File: config.mk
export PLATFORM = sky130hd
export DESIGN_NAME = group_power_down
export DESIGN_NICKNAME = d
export VERILOG_FILES = /design/src/verilog/pdseq_pkg.sv /design/src/verilog/fault_filter.sv /design/src/verilog/group_power_down.sv
export SDC_FILE = /design/constraint.sdc
export NUM_CORES = 2
export LEC_CHECK = 0
export BUFFER_PORTS_ARGS = -buffer_cell sky130_fd_sc_hd__buf_2
export CELL_PAD_IN_SITES_DETAIL_PLACEMENT = 1
export CELL_PAD_IN_SITES_GLOBAL_PLACEMENT = 2
export CORE_MARGIN = 2
export CORE_UTILIZATION = 35
export DETAILED_ROUTE_END_ITERATION = 16
export GPL_TIMING_DRIVEN = 0
export PLACE_DENSITY = 0.7
export SLEW_MARGIN = 40
export SYNTH_ARGS = -nofsm -noshare
export SYNTH_HDL_FRONTEND = slang
export SYNTH_SLANG_ARGS = --single-unit
File: constraint.sdc
create_clock -name clk -period 3.95 [get_ports clk]
set_clock_uncertainty 0.1 [all_clocks]
set_input_delay 0.79 -clock clk [delete_from_list [all_inputs] [get_ports clk]]
set_output_delay 0.79 -clock clk [all_outputs]
set_load 0.005 [all_outputs]
File: src/verilog/pdseq_pkg.sv
// Shared constants, register map and state codes for the group power-down sequencer.
package pdseq_pkg;

	// Output map: eleven regulators, then the power-good pin, then the host reset output.
	localparam int NUM_REG   = 11;
	localparam int NUM_OUT   = 13;
	localparam int IDX_POWER_GOOD_PIN = 11;
	localparam int IDX_HRST  = 12;
	localparam int FIELD_W   = 2 * NUM_OUT;
	localparam int CNT_W     = 20;

	// Clock rate and the documented times in microseconds; cycle counts derive from these.
	localparam int CLK_MHZ      = 100;
	localparam int GAP_US_0     = 120;
	localparam int GAP_US_1     = 250;
	localparam int GAP_US_2     = 500;
	localparam int GAP_US_3     = 1000;
	localparam int LEAD_US_1    = 10;
	localparam int LEAD_US_2    = 100;
	localparam int LEAD_US_3    = 500;
	localparam int POST_US_1    = 1500;
	localparam int POST_US_2    = 5000;
	localparam int POST_US_3    = 10000;
	localparam int CURRENT_LIMIT_FAULT_DB_US   = 1000;
	localparam int PERSIST_US   = 300;
	localparam int LEAD_CYC_1   = LEAD_US_1 * CLK_MHZ;
	// Voltage debounce steps are plain defaults in cycles.
	localparam int VDB_CYC_0    = 8;
	localparam int VDB_CYC_1    = 16;
	localparam int VDB_CYC_2    = 32;
	localparam int VDB_CYC_3    = 64;

	// Group field codes, lowest hierarchy first.
	localparam logic [1:0] GRP_4 = 2'h0;
	localparam logic [1:0] GRP_1 = 2'h3;

	// Register byte offsets on the APB bus.
	localparam logic [7:0] OFS_CTRL    = 8'h00;
	localparam logic [7:0] OFS_GROUP   = 8'h04;
	localparam logic [7:0] OFS_TIMING  = 8'h08;
	localparam logic [7:0] OFS_KEEP_IL = 8'h0c;
	localparam logic [7:0] OFS_KEEP_OV = 8'h10;
	localparam logic [7:0] OFS_KEEP_UV = 8'h14;
	localparam logic [7:0] OFS_DEBOUNCE = 8'h18;
	localparam logic [7:0] OFS_FLT_IL  = 8'h1c;
	localparam logic [7:0] OFS_FLT_OV  = 8'h20;
	localparam logic [7:0] OFS_FLT_UV  = 8'h24;
	localparam logic [7:0] OFS_INT_MASK = 8'h28;
	localparam logic [7:0] OFS_STATUS  = 8'h2c;

	// Field positions.
	localparam int CTRL_ORDER_BIT = 0;
	localparam int CTRL_GPO_BIT   = 1;
	localparam int CTRL_LEVEL_BIT = 2;
	localparam int TIM_LEAD_LSB   = 8;
	localparam int TIM_POST_LSB   = 10;
	localparam int STAT_GRP_LSB   = 6;
	localparam int STAT_EN_LSB    = 8;

	// Values after reset; all but CTRL_RST are reloaded at each power up.
	localparam logic [2:0]         CTRL_RST     = 3'h1;
	localparam logic [NUM_REG-1:0] KEEP_DEFAULT = 11'h000;
	localparam logic [3:0]         DB_DEFAULT   = 4'h0;
	localparam logic [2:0]         MASK_DEFAULT = 3'h0;

	// Sequencer states.
	typedef enum logic [5:0] {
		ST_OFF   = 6'h01,
		ST_PWRUP = 6'h02,
		ST_RUN   = 6'h04,
		ST_LEAD  = 6'h08,
		ST_GAP   = 6'h10,
		ST_POST  = 6'h20
	} state_t;

endpackage : pdseq_pkg
File: src/verilog/fault_filter.sv
// Fault debounce and disable decision for one regulator across its three fault types.
module fault_filter
	import pdseq_pkg::*;
#(
	parameter int CURRENT_LIMIT_FAULT_DB_CYC = CURRENT_LIMIT_FAULT_DB_US * CLK_MHZ,
	parameter int PERSIST_CYC = PERSIST_US * CLK_MHZ
) (
	// Clock and reset.
	input  wire logic       clk,
	input  wire logic       rst_n,
	// Control from the sequencer.
	input  wire logic       monitor,
	input  wire logic       clear,
	// Synchronised fault conditions, order current limit, overvoltage, undervoltage.
	input  wire logic [2:0] fault_in,
	input  wire logic [2:0] keep_on,
	input  wire logic [1:0] over_voltage_debounce,
	input  wire logic [1:0] under_voltage_debounce,
	// Results.
	output logic      [2:0] event_pulse,
	output logic            kill
);

	// Debounce step chosen by a two-bit code.
	function automatic logic [CNT_W-1:0] vdb(input logic [1:0] code);
		case (code)
			2'h0:    vdb = CNT_W'(VDB_CYC_0);
			2'h1:    vdb = CNT_W'(VDB_CYC_1);
			2'h2:    vdb = CNT_W'(VDB_CYC_2);
			default: vdb = CNT_W'(VDB_CYC_3);
		endcase
	endfunction : vdb

	logic [CNT_W-1:0] db_lim   [3];
	logic [CNT_W-1:0] pers_lim [3];
	logic [2:0]       kill_w;

	// Current limit has no persistence window: it trips as soon as it is declared.
	assign db_lim[0]   = CNT_W'(CURRENT_LIMIT_FAULT_DB_CYC);
	assign db_lim[1]   = vdb(over_voltage_debounce);
	assign db_lim[2]   = vdb(under_voltage_debounce);
	assign pers_lim[0] = '0;
	assign pers_lim[1] = CNT_W'(PERSIST_CYC);
	assign pers_lim[2] = CNT_W'(PERSIST_CYC);

	genvar t;
	generate
		for (t = 0; t < 3; t++) begin : g_type
			logic [CNT_W-1:0] db_q;
			logic [CNT_W-1:0] pc_q;
			logic             det_q;
			logic             kill_q;
			wire              active   = monitor & fault_in[t];
			wire              det_d    = active & (det_q | (db_q == db_lim[t] - CNT_W'(1)));
			wire              pers_hit = det_q & ~keep_on[t] & (pc_q == pers_lim[t]);

			// Debounce runs only while the condition holds; any gap restarts it.
			always_ff @(posedge clk or negedge rst_n) begin
				if (!rst_n) begin
					db_q  <= '0;
					det_q <= 1'b0;
				end else begin
					db_q  <= (active && !det_d) ? db_q + CNT_W'(1) : '0;
					det_q <= det_d;
				end
			end

			// Persistence after detection; a keep-on bit of 1 never trips.
			always_ff @(posedge clk or negedge rst_n) begin
				if (!rst_n) begin
					pc_q   <= '0;
					kill_q <= 1'b0;
				end else begin
					pc_q   <= (det_q && !pers_hit) ? pc_q + CNT_W'(1) : '0;
					kill_q <= ~clear & (kill_q | pers_hit);
				end
			end

			assign event_pulse[t] = det_d & ~det_q;
			assign kill_w[t]      = kill_q | pers_hit;
		end
	endgenerate

	assign kill = |kill_w;

endmodule : fault_filter

File: src/verilog/group_power_down.sv
// Group-ordered power-down sequencer with per-regulator fault policy and an APB register file.
//
// The placing of the registers and the APB slave port are this design's own decisions.
module group_power_down
	import pdseq_pkg::*;
#(
	parameter int GAP_CYC_0   = GAP_US_0 * CLK_MHZ,
	parameter int GAP_CYC_1   = GAP_US_1 * CLK_MHZ,
	parameter int GAP_CYC_2   = GAP_US_2 * CLK_MHZ,
	parameter int GAP_CYC_3   = GAP_US_3 * CLK_MHZ,
	parameter int LEAD_CYC_2  = LEAD_US_2 * CLK_MHZ,
	parameter int LEAD_CYC_3  = LEAD_US_3 * CLK_MHZ,
	parameter int POST_CYC_1  = POST_US_1 * CLK_MHZ,
	parameter int POST_CYC_2  = POST_US_2 * CLK_MHZ,
	parameter int POST_CYC_3  = POST_US_3 * CLK_MHZ,
	parameter int CURRENT_LIMIT_FAULT_DB_CYC = CURRENT_LIMIT_FAULT_DB_US * CLK_MHZ,
	parameter int PERSIST_CYC = PERSIST_US * CLK_MHZ
) (
	// Clock and reset.
	input  wire logic                 clk,
	input  wire logic                 rst_n,
	// APB slave.
	input  wire logic                 psel,
	input  wire logic                 penable,
	input  wire logic                 pwrite,
	input  wire logic [7:0]           paddr,
	input  wire logic [31:0]          pwdata,
	output logic      [31:0]          prdata,
	output logic                      pready,
	output logic                      pslverr,
	// Pins from outside the clock domain.
	input  wire logic                 power_on_input,
	input  wire logic [NUM_REG-1:0]   current_limit_fault,
	input  wire logic [NUM_REG-1:0]   overvoltage_fault,
	input  wire logic [NUM_REG-1:0]   undervoltage_fault,
	// One-time-programmable default copies, static while powered.
	input  wire logic [FIELD_W-1:0]   otp_shutdown_group_field,
	input  wire logic [7:0]           otp_group_gap_delay,
	input  wire logic [1:0]           otp_reset_lead_time,
	input  wire logic [1:0]           otp_post_sequence_delay,
	// Controlled outputs.
	output logic      [NUM_REG-1:0]   regulator_enable,
	output logic                      power_good_pin,
	output logic                      host_reset_output_n,
	output logic                      interrupt_request_pin_n
);

	// Members of one group: every output whose two-bit field equals the code.
	function automatic logic [NUM_OUT-1:0] members_of(input logic [1:0] code, input logic [FIELD_W-1:0] f);
		for (int i = 0; i < NUM_OUT; i++) begin
			members_of[i] = (f[2*i +: 2] == code);
		end
	endfunction : members_of

	// First non-empty group at or above the start code; bit 2 set means none left.
	function automatic logic [2:0] next_group(input logic [3:0] present, input logic [2:0] from);
		next_group = 3'h4;
		for (int c = 3; c >= 0; c--) begin
			if (present[c] && (3'(c) >= from)) begin
				next_group = 3'(c);
			end
		end
	endfunction : next_group

	// Synchronisers for every pin input.
	logic [3*NUM_REG:0] sync1_q;
	logic [3*NUM_REG:0] sync2_q;
	always_ff @(posedge clk or negedge rst_n) begin
		if (!rst_n) begin
			sync1_q <= '0;
			sync2_q <= '0;
		end else begin
			sync1_q <= {undervoltage_fault, overvoltage_fault, current_limit_fault, power_on_input};
			sync2_q <= sync1_q;
		end
	end
	wire pon_s = sync2_q[0];

	// Sequencer and register state.
	state_t               state_q;
	state_t               state_d;
	logic [1:0]           grp_q;
	logic [1:0]           grp_d;
	logic [CNT_W-1:0]     cnt_q;
	logic [CNT_W-1:0]     cnt_d;
	logic [NUM_OUT-1:0]   turn_off;
	logic [NUM_OUT-1:0]   out_on_q;
	logic [2:0]           ctrl_q;
	logic [FIELD_W-1:0]   field_q;
	logic [7:0]           gap_q;
	logic [1:0]           lead_q;
	logic [1:0]           post_q;
	logic [NUM_REG-1:0]   keep_q [3];
	logic [NUM_REG-1:0]   flt_q  [3];
	logic [3:0]           db_q;
	logic [2:0]           mask_q;
	logic [31:0]          prdata_q;
	logic                 pready_q;
	logic                 pslverr_q;
	logic                 irq_n_q;
	logic                 pg_q;
	logic [NUM_REG-1:0]   kill_w;
	logic [2:0]           ev_w [NUM_REG];

	// Group presence and the next group to visit.
	logic [3:0] present;
	genvar g;
	generate
		for (g = 0; g < 4; g++) begin : g_present
			assign present[g] = |members_of(2'(g), field_q);
		end
	endgenerate
	wire [2:0]         srch      = next_group(present, (state_q == ST_RUN) ? 3'h0 : {1'b0, grp_q} + 3'h1);
	wire [NUM_OUT-1:0] srch_mem  = members_of(srch[1:0], field_q);
	wire [NUM_OUT-1:0] cur_mem   = members_of(grp_q, field_q);
	wire               lead_first = srch_mem[IDX_HRST] & (lead_q != 2'h0);
	wire               cnt_done  = (cnt_q == '0);
	wire               group_mode = ctrl_q[CTRL_ORDER_BIT];

	// Cycle counts for the selected gap, lead and post delays, minus one for a down-counter.
	wire [1:0] gap_sel = gap_q[2*srch[1:0] +: 2];
	wire [1:0] cur_gap = gap_q[2*grp_q +: 2];
	wire [CNT_W-1:0] gap_load = (cur_gap == 2'h0) ? CNT_W'(GAP_CYC_0 - 1) :
	                            (cur_gap == 2'h1) ? CNT_W'(GAP_CYC_1 - 1) :
	                            (cur_gap == 2'h2) ? CNT_W'(GAP_CYC_2 - 1) : CNT_W'(GAP_CYC_3 - 1);
	wire [CNT_W-1:0] gap_first = (gap_sel == 2'h0) ? CNT_W'(GAP_CYC_0 - 1) :
	                             (gap_sel == 2'h1) ? CNT_W'(GAP_CYC_1 - 1) :
	                             (gap_sel == 2'h2) ? CNT_W'(GAP_CYC_2 - 1) : CNT_W'(GAP_CYC_3 - 1);
	wire [CNT_W-1:0] lead_load = (lead_q == 2'h1) ? CNT_W'(LEAD_CYC_1 - 1) :
	                             (lead_q == 2'h2) ? CNT_W'(LEAD_CYC_2 - 1) : CNT_W'(LEAD_CYC_3 - 1);
	wire [CNT_W-1:0] post_load = (post_q == 2'h1) ? CNT_W'(POST_CYC_1 - 1) :
	                             (post_q == 2'h2) ? CNT_W'(POST_CYC_2 - 1) : CNT_W'(POST_CYC_3 - 1);

	// Next-state logic; the power-on input is read only in off and run, so it is masked meanwhile.
	always_comb begin
		state_d  = state_q;
		grp_d    = grp_q;
		cnt_d    = cnt_done ? cnt_q : cnt_q - CNT_W'(1);
		turn_off = '0;
		unique case (state_q)
			ST_OFF: begin
				if (pon_s) begin
					state_d = ST_PWRUP;
				end
			end
			ST_PWRUP: begin
				state_d = ST_RUN;
			end
			ST_RUN: begin
				if (!pon_s) begin
					if (!group_mode || srch[2]) begin
						// Without group order everything drops at once for the outside sequencer.
						turn_off = '1;
						state_d  = (post_q == 2'h0) ? ST_OFF : ST_POST;
						cnt_d    = post_load;
					end else if (lead_first) begin
						turn_off[IDX_HRST] = 1'b1;
						grp_d   = srch[1:0];
						cnt_d   = lead_load;
						state_d = ST_LEAD;
					end else begin
						turn_off = srch_mem;
						grp_d    = srch[1:0];
						cnt_d    = gap_first;
						state_d  = ST_GAP;
					end
				end
			end
			ST_LEAD: begin
				if (cnt_done) begin
					turn_off = cur_mem;
					cnt_d    = gap_load;
					state_d  = ST_GAP;
				end
			end
			ST_GAP: begin
				if (cnt_done) begin
					if (srch[2]) begin
						state_d = (post_q == 2'h0) ? ST_OFF : ST_POST;
						cnt_d   = post_load;
					end else if (lead_first) begin
						turn_off[IDX_HRST] = 1'b1;
						grp_d   = srch[1:0];
						cnt_d   = lead_load;
						state_d = ST_LEAD;
					end else begin
						turn_off = srch_mem;
						grp_d    = srch[1:0];
						cnt_d    = gap_first;
						state_d  = ST_GAP;
					end
				end
			end
			ST_POST: begin
				if (cnt_done) begin
					state_d = ST_OFF;
				end
			end
		endcase
	end

	// Sequencer registers.
	always_ff @(posedge clk or negedge rst_n) begin
		if (!rst_n) begin
			state_q <= ST_OFF;
			grp_q   <= GRP_4;
			cnt_q   <= '0;
		end else begin
			state_q <= state_d;
			grp_q   <= grp_d;
			cnt_q   <= cnt_d;
		end
	end

	// Output enables: all on at power up, dropped by the sequence or by a tripped regulator.
	wire [NUM_OUT-1:0] kill_mask = {2'b00, kill_w};
	wire [NUM_OUT-1:0] out_on_d  = (state_q == ST_PWRUP) ? '1 : (out_on_q & ~turn_off & ~kill_mask);
	always_ff @(posedge clk or negedge rst_n) begin
		if (!rst_n) begin
			out_on_q <= '0;
		end else begin
			out_on_q <= out_on_d;
		end
	end

	// Fault filters, one per regulator, monitoring in power up and run only.
	wire monitor = (state_q == ST_PWRUP) | (state_q == ST_RUN);
	genvar r;
	generate
		for (r = 0; r < NUM_REG; r++) begin : g_reg
			fault_filter #(
				.CURRENT_LIMIT_FAULT_DB_CYC (CURRENT_LIMIT_FAULT_DB_CYC),
				.PERSIST_CYC (PERSIST_CYC)
			) u_filter (
				.clk         (clk),
				.rst_n       (rst_n),
				.monitor     (monitor),
				.clear       (state_q == ST_OFF),
				.fault_in    ({sync2_q[1+2*NUM_REG+r], sync2_q[1+NUM_REG+r], sync2_q[1+r]}),
				.keep_on     ({keep_q[2][r], keep_q[1][r], keep_q[0][r]}),
				.over_voltage_debounce       (db_q[1:0]),
				.under_voltage_debounce       (db_q[3:2]),
				.event_pulse (ev_w[r]),
				.kill        (kill_w[r])
			);
		end
	endgenerate

	// APB decode; one zero-wait access phase, unmapped addresses answer with an error.
	wire setup    = psel & ~penable;
	wire access   = psel & penable & pready_q;
	wire wr       = access & pwrite;
	wire hit_ctrl = (paddr == OFS_CTRL);
	wire hit_grp  = (paddr == OFS_GROUP);
	wire hit_tim  = (paddr == OFS_TIMING);
	wire hit_db   = (paddr == OFS_DEBOUNCE);
	wire hit_mask = (paddr == OFS_INT_MASK);
	wire hit_stat = (paddr == OFS_STATUS);
	wire [2:0] hit_keep = {paddr == OFS_KEEP_UV, paddr == OFS_KEEP_OV, paddr == OFS_KEEP_IL};
	wire [2:0] hit_flt  = {paddr == OFS_FLT_UV, paddr == OFS_FLT_OV, paddr == OFS_FLT_IL};
	wire hit = hit_ctrl | hit_grp | hit_tim | hit_db | hit_mask | hit_stat | (|hit_keep) | (|hit_flt);
	wire [31:0] rd_mux =
		hit_ctrl    ? {29'h0, ctrl_q} :
		hit_grp     ? {6'h0, field_q} :
		hit_tim     ? {20'h0, post_q, lead_q, gap_q} :
		hit_keep[0] ? {21'h0, keep_q[0]} :
		hit_keep[1] ? {21'h0, keep_q[1]} :
		hit_keep[2] ? {21'h0, keep_q[2]} :
		hit_db      ? {28'h0, db_q} :
		hit_flt[0]  ? {21'h0, flt_q[0]} :
		hit_flt[1]  ? {21'h0, flt_q[1]} :
		hit_flt[2]  ? {21'h0, flt_q[2]} :
		hit_mask    ? {29'h0, mask_q} :
		hit_stat    ? {13'h0, out_on_q[NUM_REG-1:0], grp_q, state_q} : 32'h0;

	// Bus answer registers.
	always_ff @(posedge clk or negedge rst_n) begin
		if (!rst_n) begin
			pready_q  <= 1'b0;
			pslverr_q <= 1'b0;
			prdata_q  <= '0;
		end else begin
			pready_q  <= setup;
			pslverr_q <= setup & ~hit;
			prdata_q  <= (setup && !pwrite) ? rd_mux : '0;
		end
	end

	// Control and working copies; power up reloads the working copies from the OTP defaults over any pending write, but not the control.
	wire pwrup = (state_q == ST_PWRUP);
	always_ff @(posedge clk or negedge rst_n) begin
		if (!rst_n) begin
			ctrl_q  <= CTRL_RST;
			field_q <= '0;
			gap_q   <= '0;
			lead_q  <= '0;
			post_q  <= '0;
		end else if (pwrup) begin
			field_q <= otp_shutdown_group_field;
			gap_q   <= otp_group_gap_delay;
			lead_q  <= otp_reset_lead_time;
			post_q  <= otp_post_sequence_delay;
		end else begin
			if (wr && hit_ctrl) ctrl_q <= pwdata[2:0];
			if (wr && hit_grp) field_q <= pwdata[FIELD_W-1:0];
			if (wr && hit_tim) gap_q <= pwdata[7:0];
			if (wr && hit_tim) lead_q <= pwdata[TIM_LEAD_LSB +: 2];
		end
	end

	// Fault policy settings return to defaults at each power up.
	always_ff @(posedge clk or negedge rst_n) begin
		if (!rst_n) begin
			keep_q <= '{default: KEEP_DEFAULT};
			db_q   <= DB_DEFAULT;
			mask_q <= MASK_DEFAULT;
		end else if (pwrup) begin
			keep_q <= '{default: KEEP_DEFAULT};
			db_q   <= DB_DEFAULT;
			mask_q <= MASK_DEFAULT;
		end else begin
			for (int k = 0; k < 3; k++) begin
				if (wr && hit_keep[k]) keep_q[k] <= pwdata[NUM_REG-1:0];
			end
			if (wr && hit_db) db_q <= pwdata[3:0];
			if (wr && hit_mask) mask_q <= pwdata[2:0];
		end
	end

	// Sticky fault flags, write one to clear; a new event in the clearing cycle wins.
	logic [NUM_REG-1:0] ev_t [3];
	always_comb begin
		for (int k = 0; k < 3; k++) begin
			for (int j = 0; j < NUM_REG; j++) begin
				ev_t[k][j] = ev_w[j][k];
			end
		end
	end
	always_ff @(posedge clk or negedge rst_n) begin
		if (!rst_n) begin
			flt_q <= '{default: '0};
		end else begin
			for (int k = 0; k < 3; k++) begin
				flt_q[k] <= (flt_q[k] & ~((wr && hit_flt[k]) ? pwdata[NUM_REG-1:0] : '0)) | ev_t[k];
			end
		end
	end

	// Interrupt pin low while any unmasked fault flag stands.
	wire irq_any = (|flt_q[0] & ~mask_q[0]) | (|flt_q[1] & ~mask_q[1]) | (|flt_q[2] & ~mask_q[2]);
	always_ff @(posedge clk or negedge rst_n) begin
		if (!rst_n) begin
			irq_n_q <= 1'b1;
		end else begin
			irq_n_q <= ~irq_any;
		end
	end

	// Power-good pin: as a general-purpose output it gives the level bit while its group is on, else it shows run.
	// Built from next values so the pin moves in the same edge as its group, not one later.
	wire pg_d = ctrl_q[CTRL_GPO_BIT] ? (out_on_d[IDX_POWER_GOOD_PIN] & ctrl_q[CTRL_LEVEL_BIT])
	                                 : (out_on_d[IDX_POWER_GOOD_PIN] & (state_d == ST_RUN));
	always_ff @(posedge clk or negedge rst_n) begin
		if (!rst_n) begin
			pg_q <= 1'b0;
		end else begin
			pg_q <= pg_d;
		end
	end

	assign regulator_enable        = out_on_q[NUM_REG-1:0];
	assign host_reset_output_n     = out_on_q[IDX_HRST];
	assign power_good_pin          = pg_q;
	assign interrupt_request_pin_n = irq_n_q;
	assign prdata                  = prdata_q;
	assign pready                  = pready_q;
	assign pslverr                 = pslverr_q;

endmodule : group_power_down

==> metrics <==
hold crit path type=input port to flip-flop; clk_lat worst skew=0.85 ns; Die H=479 um; CTS sink count=1639; Final period util=0.970; # DRC=0; ys flop type=dfrtp_1; Yosys cell types=91; most frequent cell after synthesis=nor2_1; WP data required=4.56 ns; Fmax achieved=261 MHz; path depth of the worst reg2reg path=12; Leak=37.5 nW; GRT overflow=0; Sequential cell area=41000 um^2; Slew @ Worst Pin=0.876 ns; FP Rows=174; area leader, netlist=dfrtp_1; Final nets=9097; root buffer cell=clkbuf_16; Tmin final=3.83 ns; Initial DRC Count=3295; Filler cells=25800; Peak VDD IR=0.000394 V; largest net degree at the start of global routing=101; Syn Inst Count=8445; Max-Cap Viols=0; Final Slew Violations=0; CTS buffer count=192; status=completed; kind of critical path=flip-flop to flip-flop; die width=479 um; H-tree depth=4; Post-synth top cells=nor2_1, dfrtp_1, nand2_1, xor2_1, nand3_1; post-synthesis register bit count=1639; footprint of the multi-input gates=35900 um^2; setup TNS=0 ns; Startpoint Class=flip-flop; RR Startpoint=field_q[22]$_DFFE_PN0P_; Max clock buf depth=3; Synth warnings=0; share of layout cells above drive strength 1=0.0718; PortBufs=148; Setup-failing EPs final=0; Cell Chain, Critical Path=buf_2 > nor2b_1 > a2111oi_2 > nand3_1 > a211oi_2 > o211ai_1 > clkbuf_4 > mux4_2 > ha_1 > nor3_1 > o21ai_0 > a31o_2; max incr delay on CP=0.40 ns; num ports=165; clock-pin slew on the worst setup and hold paths=0.06 ns; Hold Path Cell Cnt=3; final core occ=0.408; Hold Path End=field_q[14]$_DFFE_PN0P_; register area share after synthesis=0.519; post-route ant nets=0; Design Area, Final=91600 um^2; worst hold slack=0.0971 ns; CP Data Arrival Time=4.44 ns; vias in the first global route=65100; drt wl/cell=20.0 um; die area=230000 um^2; gpl congestion=0.893; Post-Syn Area=79100 um^2; Crit Path Max Fanout=10; CTS tree=yes; final hold violation count=0; Starting Density=0.352; area delta synth->final=15.8%; via count=61900; R2R setup slack=0.12 ns; vias per inst=5.14; hold path startpoint=otp_shutdown_group_field[14]; async set-or-reset flop fraction in the synthesized netlist=1.00; Total Routing Usage GR=0.211; HPWL after DPL=175000 um; Max-slew headroom=0.416; Post-synth EDFFs=0; top post-synthesis cells by area=dfrtp_1, nor2_1, xor2_1; PwrDens=488 nW/um^2; placed cells=11600; first-pass GRT wire length=383000 um; CP max-delay cell=mux4_2; Yosys top cell area share=0.518; TritonRoute pass-1 iters=5; Area after DPL=84500 um^2; initial antenna violation count=25; Worst Slack Setup Final=0.119 ns; CORE AREA=225000 um^2; final total power=44.7 mW; Post-Route WL=240000 um; Final Non-Filler Cells=12000; RR Endpoint=cnt_q[8]$_DFF_PN0_; Crit. End Element=flip-flop; syn_area_per_cell=9.37 um^2; worst slack at placement=-0.489 ns
cell usage in the layout (no fill, tap or decap), types with 120 or more instances in the layout:
cell / Yosys / routed
a21oi_1: 233 / 232
and3_1: 218 / 218
buf_2: 20 / 167
clkbuf_1: 269 / 286
clkbuf_16: 0 / 196
dfrtp_1: 1636 / 1636
ha_1: 120 / 120
inv_1: 232 / 232
nand2_1: 812 / 812
nand3_1: 585 / 585
nand4_1: 188 / 188
nor2_1: 1744 / 1743
nor3_1: 132 / 127
nor4_1: 224 / 213
o21ai_0: 189 / 189
or3_1: 128 / 128
xnor2_1: 433 / 433
xor2_1: 718 / 718
how the worst max path moves through the flow:
stage               depth (start not counted)                     from                      end  slack, ns
floorplan                                  12  field_q[11]$_DFFE_PN0P_       cnt_q[8]$_DFF_PN0_       0.52
global placement                            1                    rst_n     sync1_q[8]$_DFF_PN0_     -36.86
detailed placement                          9                 paddr[3]  field_q[11]$_DFFE_PN0P_      -0.49
CTS                                        15     state_q[4]$_DFF_PN0_      cnt_q[13]$_DFF_PN0_       0.02
global route                               14  field_q[22]$_DFFE_PN0P_      cnt_q[13]$_DFF_PN0_      -0.08
finish                                     12  field_q[22]$_DFFE_PN0P_       cnt_q[8]$_DFF_PN0_       0.12
critical path: cells and delay by family (launching register included):
kind | cells | cell delay [ns]
AOI/OAI and AO/OA | 5 | 1.24
and+or+nand+nor | 3 | 0.71
adders and majority gates | 1 | 0.40
muxes | 1 | 0.40
DFF | 1 | 0.36
buffers and inverters | 2 | 0.50
sequential cells by signal, indices dropped and copies added (netlist names), 8 cells and up:
register and count:
g.u_filter.g_type.det_q 33, sync2_q 34, field_q 26, out_on_q 13
prdata 26, g.u_filter.g_type.pc_q 660, cnt_q 20, flt_q 33
keep_q 33, g.u_filter.g_type.kill_q 33, gap_q 8, g.u_filter.g_type.db_q 660
sync1_q 34
cells by family after synthesis:
group | share of synthesized area
xor+xnor | 0.127
compound gates | 0.0529
mux | 0.00342
buf+inv | 0.0290
simple gates | 0.250
other cells | 0.0000474
flops | 0.519
fa+ha+maj | 0.0190
report_power, final:
part	switching, mW	total (mW)	internal (mW)	leakage [nW]
combinational	5.59	7.99	2.40	11.8
sequential	0.595	18.0	17.4	22.4
clock	7.49	18.7	11.2	3.29
cell type report:
cell class                      instances  area share
Buffer                                328      0.0160
Inverter                              233     0.00955
Clock inverter                         75      0.0106
Sequential cell                      1639       0.448
Multi-Input combinational cell       6250       0.392
Timing Repair Buffer                  216      0.0205
Antenna cell                           19    0.000519
Tap cell                             2992      0.0409
Clock buffer                          281      0.0620
metal layers:
metal / up-vias / global-route usage / routed length (um) / part of all wire
met1: 31300 / 0.284 / 110000 / 0.46
met4: 6 / 0.0872 / 10900 / 0.045
met2: 848 / 0.340 / 111000 / 0.46
li1: 29300 / - / - / -
met5: - / 0 / 36 / 0.00015
met3: 401 / 0.0288 / 8150 / 0.034
repair_timing:
item,CTS,global route
hold buffers,35,0
setup endpoints to repair,11,11
gates resized for setup,0,12
hold endpoints to repair,140,0
pin swaps,1,3
setup buffers,1,4
cloned,0,0
Note: power is estimated with default switching activity, not from simulation.
